==> config.mk <==
export PLATFORM = sky130hd
export DESIGN_NAME = mdpsi_symbol_if
export DESIGN_NICKNAME = d
export VERILOG_FILES = /design/src/core/mdpsi_pkg.sv /design/src/core/mdpsi_sync3.sv /design/src/core/mdpsi_symbol_if.sv
export SDC_FILE = /design/constraint.sdc
export NUM_CORES = 1
export LEC_CHECK = 0
export BUFFER_PORTS_ARGS = -buffer_cell sky130_fd_sc_hd__buf_2
export CORE_MARGIN = 2
export CORE_UTILIZATION = 57
export DETAILED_ROUTE_END_ITERATION = 10
export PLACE_DENSITY = 0.78
export SLEW_MARGIN = 0
export SYNTH_ARGS = -nofsm -noshare
export SYNTH_HDL_FRONTEND = slang
export SYNTH_SLANG_ARGS = --single-unit
==> constraint.sdc <==
create_clock -name i_sys_clk -period 2.03 [get_ports i_sys_clk]
set_input_delay 0.203 -clock i_sys_clk [delete_from_list [all_inputs] [get_ports i_sys_clk]]
set_output_delay 0.203 -clock i_sys_clk [all_outputs]
set_load 0.1 [all_outputs]
==> src/core/mdpsi_pkg.sv <==
/*
  Package for the multidrop symbol interface: timing figures, 5B code groups,
  transmit sequencing states and the symbol carrier struct.
  Assumes a 25 MHz system clock; all counts are derived from it.
*/
package mdpsi_pkg;

  localparam int SYS_CLK_PERIOD_NS = 40;
  localparam int SYMB_PERIOD_NS    = 400;
  localparam int SYMB_CYCLES_INT   = SYMB_PERIOD_NS / SYS_CLK_PERIOD_NS;
  localparam logic [3:0] SYMB_LAST = 4'(SYMB_CYCLES_INT - 1);
  // Five bits of two DME halves each share one symbol period
  localparam logic [3:0] HALF_BIT_CYCLES = 4'(SYMB_CYCLES_INT / 10);
  localparam int CRS_HOLD_NS       = 400;
  localparam logic [3:0] CRS_HOLD  = 4'(CRS_HOLD_NS / SYS_CLK_PERIOD_NS);

  localparam logic [4:0] SYM_SILENCE = 5'h1F;
  localparam logic [4:0] SYM_SYNC    = 5'h18;
  localparam logic [4:0] SYM_SSD     = 5'h04;
  localparam logic [4:0] SYM_ESD     = 5'h0D;
  localparam logic [4:0] SYM_ESDOK   = 5'h07;
  localparam logic [4:0] SYM_ESDERR  = 5'h11;

  // Data code groups, nibble F down to nibble 0
  localparam logic [15:0][4:0] DATA_5B = {
    5'h1D, 5'h1C, 5'h1B, 5'h1A, 5'h17, 5'h16, 5'h13, 5'h12,
    5'h0F, 5'h0E, 5'h0B, 5'h0A, 5'h15, 5'h14, 5'h09, 5'h1E};

  localparam logic       RST_LINE  = 1'b0;
  localparam logic [3:0] RST_COUNT = 4'h0;

  typedef enum logic [2:0] {
    TX_SILENT, TX_SYNC2, TX_SSD1, TX_SSD2, TX_DATA, TX_ESD_END
  } mdpsi_tx_state_e;

  typedef struct packed {
    logic       valid;
    logic [4:0] sym;
  } mdpsi_sym_s;

endpackage

==> src/core/mdpsi_sync3.sv <==
/*
  Three-flop input synchroniser with agreement filter.
  Assumes the input is asynchronous to i_sys_clk; the output changes only when
  the second and third stages agree.
*/
`timescale 1ns/1ns
`default_nettype none
module mdpsi_sync3 #(
  parameter int WIDTH = 1
) (
  input  wire logic             i_sys_clk,
  input  wire logic             i_reset,
  input  wire logic [WIDTH-1:0] i_async,
  output logic      [WIDTH-1:0] o_sync
);

  logic [WIDTH-1:0] meta_r;
  logic [WIDTH-1:0] stage2_r;
  logic [WIDTH-1:0] stage3_r;

  always_ff @(posedge i_sys_clk or posedge i_reset) begin
    if (i_reset) begin
      meta_r   <= '0;
      stage2_r <= '0;
      stage3_r <= '0;
      o_sync   <= '0;
    end else begin
      meta_r   <= i_async;
      stage2_r <= meta_r;
      stage3_r <= stage2_r;
      if (stage2_r == stage3_r) begin
        o_sync <= stage3_r;
      end
    end
  end

endmodule
`default_nettype wire

==> src/core/mdpsi_symbol_if.sv <==
/*
  Symbol interface between coding and attachment sublayers of a 10 Mb/s
  multidrop single-pair PHY: MII nibble to 5B coding, DME transmit onto the
  trunk attachment point, recovered-clock symbol receive and carrier report.
  Assumes a 25 MHz clock; the recovered line clock and received symbol lines
  arrive from the line receiver asynchronously and are synchronised here.
*/
`timescale 1ns/1ns
`default_nettype none
// Functional notes
// Exactly one received 5B symbol is delivered per recovered clock cycle; the code delivers none while transmitting or held.
// Receive indications follow the recovered line clock, nominally 2.5 MHz.
// Every arriving symbol gives one indication, none skipped or merged; the code skips symbols while transmitting or held.
// One transmit symbol request on each symbol timer expiry, never otherwise; the code makes none while held.
// Transmit symbols come only from the permitted 5B code groups.
// Transmit symbols are 4B/5B encoded nibbles or out-of-band control codes.
// Each transmit request is DME processed and driven onto the trunk pair; SILENCE requests switch the driver off instead.
// Single shared pair, 10 Mb/s, half-duplex: no receive while transmitting.
// No auto-negotiation; link enable comes from a fixed control input.
// A management entity controls the PHY through MDIO or equivalent.
// Conditional branch runs first, then actions after the conditional block.
// Carrier reported while DME activity is present, and drives MII carrier sense.
// On transmit enable: two SYNC, two SSD replacing preamble, then data.
// Each 5-bit symbol is serialised least significant bit first.
// Symbol timer expires every 400 ns, carrying nibbles at 10 Mb/s.
module mdpsi_symbol_if (
  input  wire logic                 i_sys_clk,
  input  wire logic                 i_reset,
  input  wire logic                 i_link_control,
  input  wire logic                 i_pcs_reset_req,
  input  wire logic                 i_tx_en,
  input  wire logic                 i_tx_er,
  input  wire logic [3:0]           i_txd,
  input  wire logic                 i_rx_clk,
  input  wire logic [4:0]           i_rx_sym,
  input  wire logic                 i_trunk_rx,
  output logic                      o_trunk_tx,
  output logic                      o_trunk_tx_oe,
  output logic                      o_crs,
  output var mdpsi_pkg::mdpsi_sym_s o_tx_req,
  output var mdpsi_pkg::mdpsi_sym_s o_rx_ind
);

  logic                        rx_clk_s;
  logic [4:0]                  rx_sym_s;
  logic                        trunk_rx_s;
  logic                        rx_clk_prev_r;
  logic                        trunk_prev_r;
  logic [3:0]                  crs_cnt_r;
  logic [3:0]                  symb_cnt_r;
  logic                        symb_exp;
  logic                        pcs_hold;
  mdpsi_pkg::mdpsi_tx_state_e  state_r;
  logic                        err_r;
  mdpsi_pkg::mdpsi_sym_s       tx_req_r;
  mdpsi_pkg::mdpsi_sym_s       rx_ind_r;
  logic [4:0]                  shift_r;
  logic [3:0]                  half_r;
  logic [3:0]                  half_nxt;
  logic                        line_r;
  logic                        oe_r;
  logic                        crs_r;

  mdpsi_sync3 #(.WIDTH(1)) u_sync_rx_clk (
    .i_sys_clk (i_sys_clk),
    .i_reset   (i_reset),
    .i_async   (i_rx_clk),
    .o_sync    (rx_clk_s)
  );

  mdpsi_sync3 #(.WIDTH(5)) u_sync_rx_sym (
    .i_sys_clk (i_sys_clk),
    .i_reset   (i_reset),
    .i_async   (i_rx_sym),
    .o_sync    (rx_sym_s)
  );

  mdpsi_sync3 #(.WIDTH(1)) u_sync_trunk (
    .i_sys_clk (i_sys_clk),
    .i_reset   (i_reset),
    .i_async   (i_trunk_rx),
    .o_sync    (trunk_rx_s)
  );

  // Management reset request or link disable parks all coding functions
  assign pcs_hold = i_pcs_reset_req || !i_link_control;

  // Symbol timer runs freely so request spacing never drifts
  assign symb_exp = (symb_cnt_r == mdpsi_pkg::SYMB_LAST);

  always_ff @(posedge i_sys_clk or posedge i_reset) begin
    if (i_reset) begin
      symb_cnt_r <= mdpsi_pkg::RST_COUNT;
    end else if (symb_exp) begin
      symb_cnt_r <= mdpsi_pkg::RST_COUNT;
    end else begin
      symb_cnt_r <= symb_cnt_r + 4'h1;
    end
  end

  // Transmit coding: one request per timer expiry unless held, symbols from the 5B set only
  always_ff @(posedge i_sys_clk or posedge i_reset) begin
    if (i_reset) begin
      state_r  <= mdpsi_pkg::TX_SILENT;
      err_r    <= 1'b0;
      tx_req_r <= '0;
    end else begin
      tx_req_r.valid <= 1'b0;
      if (pcs_hold) begin
        state_r <= mdpsi_pkg::TX_SILENT;
        err_r   <= 1'b0;
      end else if (symb_exp) begin
        tx_req_r.valid <= 1'b1;
        case (state_r)
          mdpsi_pkg::TX_SILENT: begin
            if (i_tx_en) begin
              tx_req_r.sym <= mdpsi_pkg::SYM_SYNC;
              err_r        <= 1'b0;
              state_r      <= mdpsi_pkg::TX_SYNC2;
            end else begin
              tx_req_r.sym <= mdpsi_pkg::SYM_SILENCE;
            end
          end
          mdpsi_pkg::TX_SYNC2: begin
            tx_req_r.sym <= mdpsi_pkg::SYM_SYNC;
            state_r      <= mdpsi_pkg::TX_SSD1;
          end
          mdpsi_pkg::TX_SSD1: begin
            tx_req_r.sym <= mdpsi_pkg::SYM_SSD;
            state_r      <= mdpsi_pkg::TX_SSD2;
          end
          mdpsi_pkg::TX_SSD2: begin
            tx_req_r.sym <= mdpsi_pkg::SYM_SSD;
            state_r      <= mdpsi_pkg::TX_DATA;
          end
          mdpsi_pkg::TX_DATA: begin
            if (i_tx_en) begin
              tx_req_r.sym <= mdpsi_pkg::DATA_5B[i_txd];
              if (i_tx_er) begin
                err_r <= 1'b1;
              end
            end else begin
              tx_req_r.sym <= mdpsi_pkg::SYM_ESD;
              state_r      <= mdpsi_pkg::TX_ESD_END;
            end
          end
          mdpsi_pkg::TX_ESD_END: begin
            if (err_r) begin
              tx_req_r.sym <= mdpsi_pkg::SYM_ESDERR;
            end else begin
              tx_req_r.sym <= mdpsi_pkg::SYM_ESDOK;
            end
            state_r <= mdpsi_pkg::TX_SILENT;
          end
          default: begin
            tx_req_r.sym <= mdpsi_pkg::SYM_SILENCE;
            state_r      <= mdpsi_pkg::TX_SILENT;
          end
        endcase
      end
    end
  end

  assign half_nxt = half_r + mdpsi_pkg::HALF_BIT_CYCLES;

  // DME: a transition opens every bit, a mid-bit transition marks a one.
  // Half-bit is one clock, so each request fills exactly one symbol period.
  always_ff @(posedge i_sys_clk or posedge i_reset) begin
    if (i_reset) begin
      shift_r <= mdpsi_pkg::SYM_SILENCE;
      half_r  <= mdpsi_pkg::RST_COUNT;
      line_r  <= mdpsi_pkg::RST_LINE;
      oe_r    <= 1'b0;
    end else if (tx_req_r.valid) begin
      shift_r <= tx_req_r.sym;
      half_r  <= mdpsi_pkg::RST_COUNT;
      if (tx_req_r.sym == mdpsi_pkg::SYM_SILENCE) begin
        oe_r <= 1'b0;
      end else begin
        oe_r   <= 1'b1;
        line_r <= !line_r;
      end
    end else if (oe_r) begin
      half_r <= half_nxt;
      if (!half_nxt[0] || shift_r[half_nxt[3:1]]) begin
        line_r <= !line_r;
      end
    end
  end

  // Carrier holds while line transitions keep arriving
  always_ff @(posedge i_sys_clk or posedge i_reset) begin
    if (i_reset) begin
      trunk_prev_r <= mdpsi_pkg::RST_LINE;
      crs_cnt_r    <= mdpsi_pkg::RST_COUNT;
      crs_r        <= 1'b0;
    end else begin
      trunk_prev_r <= trunk_rx_s;
      if (trunk_rx_s != trunk_prev_r) begin
        crs_cnt_r <= mdpsi_pkg::CRS_HOLD;
      end else if (crs_cnt_r != mdpsi_pkg::RST_COUNT) begin
        crs_cnt_r <= crs_cnt_r - 4'h1;
      end
      crs_r <= (crs_cnt_r != mdpsi_pkg::RST_COUNT) && i_link_control;
    end
  end

  // One indication per recovered clock rising edge; own transmit or a hold blanks it
  always_ff @(posedge i_sys_clk or posedge i_reset) begin
    if (i_reset) begin
      rx_clk_prev_r <= 1'b0;
      rx_ind_r      <= '0;
    end else begin
      rx_clk_prev_r  <= rx_clk_s;
      rx_ind_r.valid <= 1'b0;
      if (rx_clk_s && !rx_clk_prev_r) begin
        if (!oe_r && !pcs_hold) begin
          rx_ind_r.valid <= 1'b1;
          rx_ind_r.sym   <= rx_sym_s;
        end
      end
    end
  end

  assign o_trunk_tx    = line_r;
  assign o_trunk_tx_oe = oe_r;
  assign o_crs         = crs_r;
  assign o_tx_req      = tx_req_r;
  assign o_rx_ind      = rx_ind_r;

endmodule
`default_nettype wire

# Word-level counts from Yosys, hierarchy flattened
# Memory sizes are Yosys's and may differ from the RTL's.
# Cells that the tools add are included.
[word_totals]
out_inout_bits = 15
rom_bits = 80
memories = 1
word_cells = 106
register_bits = 66
[classes]
addsub = 3
n_eq_ne = 16
n_lt_le_gt_ge = 2
n_reduce_logical = 24
muxes = 32
bitwise = 1
[memory_table]
columns = ["memory", "words", "width", "rd", "rd_ports_with_merged_regs", "write_ports", "line", "text"]
rows = [
  ["(name not given)", 16, 5, 1, 0, 0, "mdpsi_symbol_if.sv:138", "tx_req_r.sym <= mdpsi_pkg::DATA_5B[i_txd];"],
]
[ops]
columns = ["op", "n"]
rows = [
  ["case mux 5 bit (5 select lines)", 1],
  ["two-way mux 6 bit", 4],
  ["two-way mux 4 bit", 5],
  ["two-way mux 3 bit", 5],
  ["two-way mux 5 bit", 3],
  ["case mux 3 bit (5 select lines)", 1],
  ["!= test 3 bit, second input constant", 4],
  ["two-way mux 1 bit", 11],
  ["adder 4 x 1 -> 4 bit, second input constant", 2],
  ["nonzero test 2 bit", 4],
  ["== test 3 x 2 -> 1 bit, second input constant", 2],
  ["== test 3 bit, second input constant", 2],
  ["zero test 1 bit", 6],
  ["AND reduction 3 bit", 2],
  ["== test 5 bit", 1],
  ["== test 5 bit, second input constant", 1],
  ["< comparator 4 x 5 -> 1 bit, second input constant", 1],
  ["AND reduction 5 bit", 1],
  ["== test 4 bit, second input constant", 1],
  ["< comparator 3 x 4 -> 1 bit, second input constant", 1],
  ["AND reduction 2 bit", 2],
  ["nonzero test 4 bit", 1],
  ["subtractor 4 x 1 -> 4 bit, second input constant", 1],
  ["binary-select mux 1 bit (select 3 bit)", 1],
  ["11 further kinds", 15],
]

# Longest topological paths before layout
[depth]
ltp_word = 7
ltp_mapped = 5
depth_no_buf = 5

# Hierarchy
# A second synthesis with hierarchy kept.
[unflattened]
hier_cells = 213
area_unflattened_um2 = 2702.6
[by_module_without_submodules]
columns = ["module", "area_each_um2", "cells_each", "n_inst", "seq_area_each_um2"]
rows = [
  ["mdpsi_symbol_if", 1814.2, 165, 1, 957.2],
  ["mdpsi_sync3 (u_sync_rx_sym)", 658.1, 36, 1, 500.5],
  ["mdpsi_sync3 (u_sync_rx_clk ...)", 115.1, 6, 2, 100.1],
]

# Worst setup path before layout
# OpenSTA, ideal clock, no wires.
[synth_timing]
kind = "register -> register"
from = "register oe_r, in the netlist o_trunk_tx_oe"
to = "register line_r, in the netlist o_trunk_tx"
path_slack_ns = 0.091
arrival_time_ns = 1.781
synth_period_minus_slack_ns = 1.939
setup_time_ns = 0.158
n_path_buf = 1
path_stages_with_launch = 6
cell_sequence = "dfrtp_1 > buf_2 > nand2b_1 > nor4_1 > o32ai_1 > xnor2_1"
[synth_between]
elab_chain_len = 2
[synth_rtl]
columns = ["item", "line", "text"]
rows = [
  ["from (decl)", "mdpsi_symbol_if.sv:61", "logic oe_r;"],
  ["from (signal assigned)", "mdpsi_symbol_if.sv:173", "oe_r <= 1'b0;"],
  ["from (signal assigned)", "mdpsi_symbol_if.sv:178", "oe_r <= 1'b0;"],
  ["from (signal assigned)", "mdpsi_symbol_if.sv:180", "oe_r <= 1'b1;"],
  ["nonzero test 2 bit (no source line)", "--", ""],
  ["AND reduction 3 bit (no source line)", "--", ""],
  ["to (signal assigned)", "mdpsi_symbol_if.sv:172", "line_r <= mdpsi_pkg::RST_LINE;"],
  ["to (signal assigned)", "mdpsi_symbol_if.sv:181", "line_r <= !line_r;"],
  ["to (signal assigned)", "mdpsi_symbol_if.sv:186", "line_r <= !line_r;"],
  ["to (decl)", "mdpsi_symbol_if.sv:60", "logic line_r;"],
]
# Every way passes these cells.
# A chain may end at the register's enable or synchronous reset.

# Worst setup path in the final report
[layout_timing]
from = "register half_r[0]"
to = "register line_r, in the netlist o_trunk_tx"
[layout_between]
elab_chain_len = 6
[layout_rtl]
columns = ["item", "line", "text"]
rows = [
  ["from (decl)", "mdpsi_symbol_if.sv:58", "logic [3:0] half_r;"],
  ["from (signal assigned)", "mdpsi_symbol_if.sv:171", "half_r <= mdpsi_pkg::RST_COUNT;"],
  ["from (signal assigned)", "mdpsi_symbol_if.sv:176", "half_r <= mdpsi_pkg::RST_COUNT;"],
  ["from (signal assigned)", "mdpsi_symbol_if.sv:184", "half_r <= half_nxt;"],
  ["adder 4 x 1 -> 4 bit (*)", "mdpsi_symbol_if.sv:164", "assign half_nxt = half_r + mdpsi_pkg::HALF_BIT_CYCLES;"],
  ["binary-select mux 1 bit (select 3 bit)", "mdpsi_symbol_if.sv:185", "if (!half_nxt[0] || shift_r[half_nxt[3:1]]) begin"],
  ["two-way mux 1 bit (not written as such)", "mdpsi_symbol_if.sv:185", ""],
  ["logical OR 1 bit (*)", "mdpsi_symbol_if.sv:185", ""],
  ["nonzero test 2 bit (no source line) (*)", "--", ""],
  ["AND reduction 3 bit (no source line) (*)", "--", ""],
]
# Every way passes the cells marked *; elsewhere a longest branch is shown, timed or not. The select of a mux whose other input is x is not followed.

==> flow_summary.ini <==
[status]
status = finished clean

[cts]
clkLatencyLatePin_ps = 340
htreeDepth = 3
ctsLongestPathBuffers = 2
cts_tree = done
cts-buffers-inserted = 9
cts_sinks = 66
path_clk_slew_ps = 70
cts_setup_buffers = 0
cts_root_buf = clkbuf_8

[detailed_routing]
drtAntennaViolNets = 0
firstDrtPassIters = 4
wire_per_inst_um = 13.7
num_vias = 1639
drcViolationCount = 0
viasPerCell = 5.36
drtIter0Drc = 79
wl_um = 4190

[setup_path]
r2r_end = o_trunk_tx
critical_path.top_delay_family = multiplexers
crit_path_top_delay_cell = mux4_2
reg2regPathDepth = 4
cp.required_ps = 2280
critPathMaxStageDelay_ps = 510
cp-end-kind = flip-flop
path_buf_inv = 0
worstPathCellList = ha_1 -> mux4_2 -> o32ai_1 -> xnor2_1
cp.arrival_ps = 1980
startpoint_type = flip-flop
crit_type = flip-flop to flip-flop
critPathMaxFanout = 5
r2r_slack_ps = 300
r2r_start = half_r[0]

[finish]
fillers = 316
final_cell_mix = 61 x dfrtp_1, 31 x buf_2, 16 x mux2_2
area_delta_synth_final_pct = 19.1
drive_above_1_share_pct = 31.1
instances_no_fill = 306
fin_area_mm2 = 0.00320
multi_input_area_um2 = 950
nets = 268
ff_latch_area_mm2 = 0.00166
post-route-util_pct = 72.0
num_antenna_cells = 0
final_common_cell = dfrtp_1

[global_route]
overflow = 0
grtUsageTotal_pct = 18.5
antenna_found_initial = 0
grt_max_degree = 67
grt_first_pass_wirelength_um = 7270
grt_pass1_vias = 1586

[yosys]
netlist_instances = 203
synth_flop_cell = dfrtp_1
ys_seq_area_share_pct = 61.7
synthDistinctLibCells = 50
ys_top_cells_by_area = dfrtp_1 57%, mux2_2 6.7%, dfstp_2 4.9%
synth_warnings = 0
ys_async_sr_fraction_pct = 100
ys_ff_latch = 66
netlist.area_leader.share_pct = 56.8
synth_top_area_cell = dfrtp_1
avgSynthCellArea_um2 = 13.2
syn_nets = 222
synth_edf_count = 0
synth_area_mm2 = 0.00269

[power_and_ir_drop]
p_seq_share_pct = 41.8
power_frac_clock_pct = 29.6
ir_drop_v = 0.000705
total_power_mw = 4.14
cellPowerDensity_mw_per_mm2 = 1290
p_sw_share_pct = 35.9
intPower_mw = 2.65
p_switching_mw = 1.49
share_comb_of_total_power_pct = 28.7
leakage_nw = 1.48

[floorplan]
io_pins = 32
core_mm2 = 0.00444
start_util_pct = 60.5
die_area_mm2 = 0.00528
die_h_um = 72.7
rows = 24
die_x_um = 72.7

[timing]
setup_tns_ps = 0
setup_viol = 0
rsz0062_at_grt = false
period_minus_slack_ps = 1730
holdWs_ps = 144
fmax_mhz = 578
hold_viol = 0
skew_ps = 9.13
finalCritPeriodShare_pct = 85.2
tightest_slew_ps = 490
slew-limit-headroom_pct = 67.3
setup_ws_ps = 301
slew_viol_final = 0

[flow_run]
maxCapViolations = 0

[place]
post-place-ws_ps = 319
dp_cells = 282
numPortBuffers = 31
post-dp-hpwl_um = 2800
place_area_mm2 = 0.00289
gp_congestion = 0.813

[hold_path]
hold-path-endpoint = o_crs
hp-class = input port to flip-flop
hold_start = i_link_control
hold_depth = 2
[worst reg2reg max path, cell delays in order (launching register included)]
cell	delay (ps)
dfrtp_1	440
ha_1	370
mux4_2	510
o32ai_1	170
xnor2_1	160
[power groups by stage]
| stage | sequential (mW) | clock (mW) | combinational (mW) |
|---|---|---|---|
| 2_1_floorplan | 2.24 | 0 | 0.463 |
| 3_3_place_gp | 1.74 | 0 | 1.14 |
| 3_5_place_dp | 1.75 | 0 | 1.18 |
| 4_1_cts | 1.73 | 1.25 | 1.20 |
| 5_1_grt | 1.76 | 1.32 | 1.27 |
| 6_report | 1.73 | 1.22 | 1.19 |
[synthesized netlist by cell type, types with 5 or more instances]
| master | count |
|---|---|
| mux2_2 | 16 |
| nand2_1 | 11 |
| dfstp_2 | 5 |
| nand2b_1 | 6 |
| nor3_1 | 5 |
| xnor2_1 | 8 |
| a21oi_1 | 7 |
| xor2_1 | 8 |
| nor2_1 | 11 |
| inv_1 | 9 |
| dfrtp_1 | 61 |
[sequential cells by signal, summed over array words and instances (netlist names), 3 cells and up]
signal                  count
crs_cnt_r                   4
symb_cnt_r                  4
state_r                     3
u_sync_rx_sym.o_sync        5
o_rx_ind                    6
u_sync_rx_sym.stage3_r      5
u_sync_rx_sym.meta_r        5
half_r                      4
o_tx_req                    6
u_sync_rx_sym.stage2_r      5
shift_r                     5
[repair_timing]
item                                   in CTS  in global routing
hold buffers                                8                  0
endpoints found under the hold margin      68                  0
setup endpoints to repair                   0                  0
gates resized for setup                     0                  0
[metal layers]
layer	GRT usage, %	vias up	part of all wire [%]
li1	-	802	-
met5	0	-	0
met2	27.5	55	45
met1	24.9	775	48
met3	6.35	7	6.0
met4	8.02	0	1.1
[final cells by class]
class	count	area share (%)
flip-flops and latches	66	51.8
repair buffers	40	7.97
clock buffers	10	4.30
well taps	52	2.03
inverters	11	1.45
multi-input cells	121	29.7
clock inverters	6	2.81
[logic make-up after synthesis]
kind of cell    share of synthesized area [%]
simple gates                             12.7
mux                                      8.28
buf+inv                                  3.02
fa+ha+maj                                1.68
xor+xnor                                 5.21
flops                                    61.7
compound gates                           7.49
[how the worst max path moves through the flow]
| stage | startpoint | endpoint | slack (ps) | depth (start not counted) |
|---|---|---|---|---|
| after floorplan | o_trunk_tx_oe | o_trunk_tx | 90 | 5 |
| after global placement | half_r[0] | o_trunk_tx | 400 | 4 |
| after detailed placement | half_r[0] | o_trunk_tx | 320 | 4 |
| after CTS | half_r[0] | o_trunk_tx | 300 | 4 |
| after global routing | half_r[0] | o_trunk_tx | 240 | 4 |
| final | half_r[0] | o_trunk_tx | 300 | 4 |
Power figures use the tool's default switching activity.
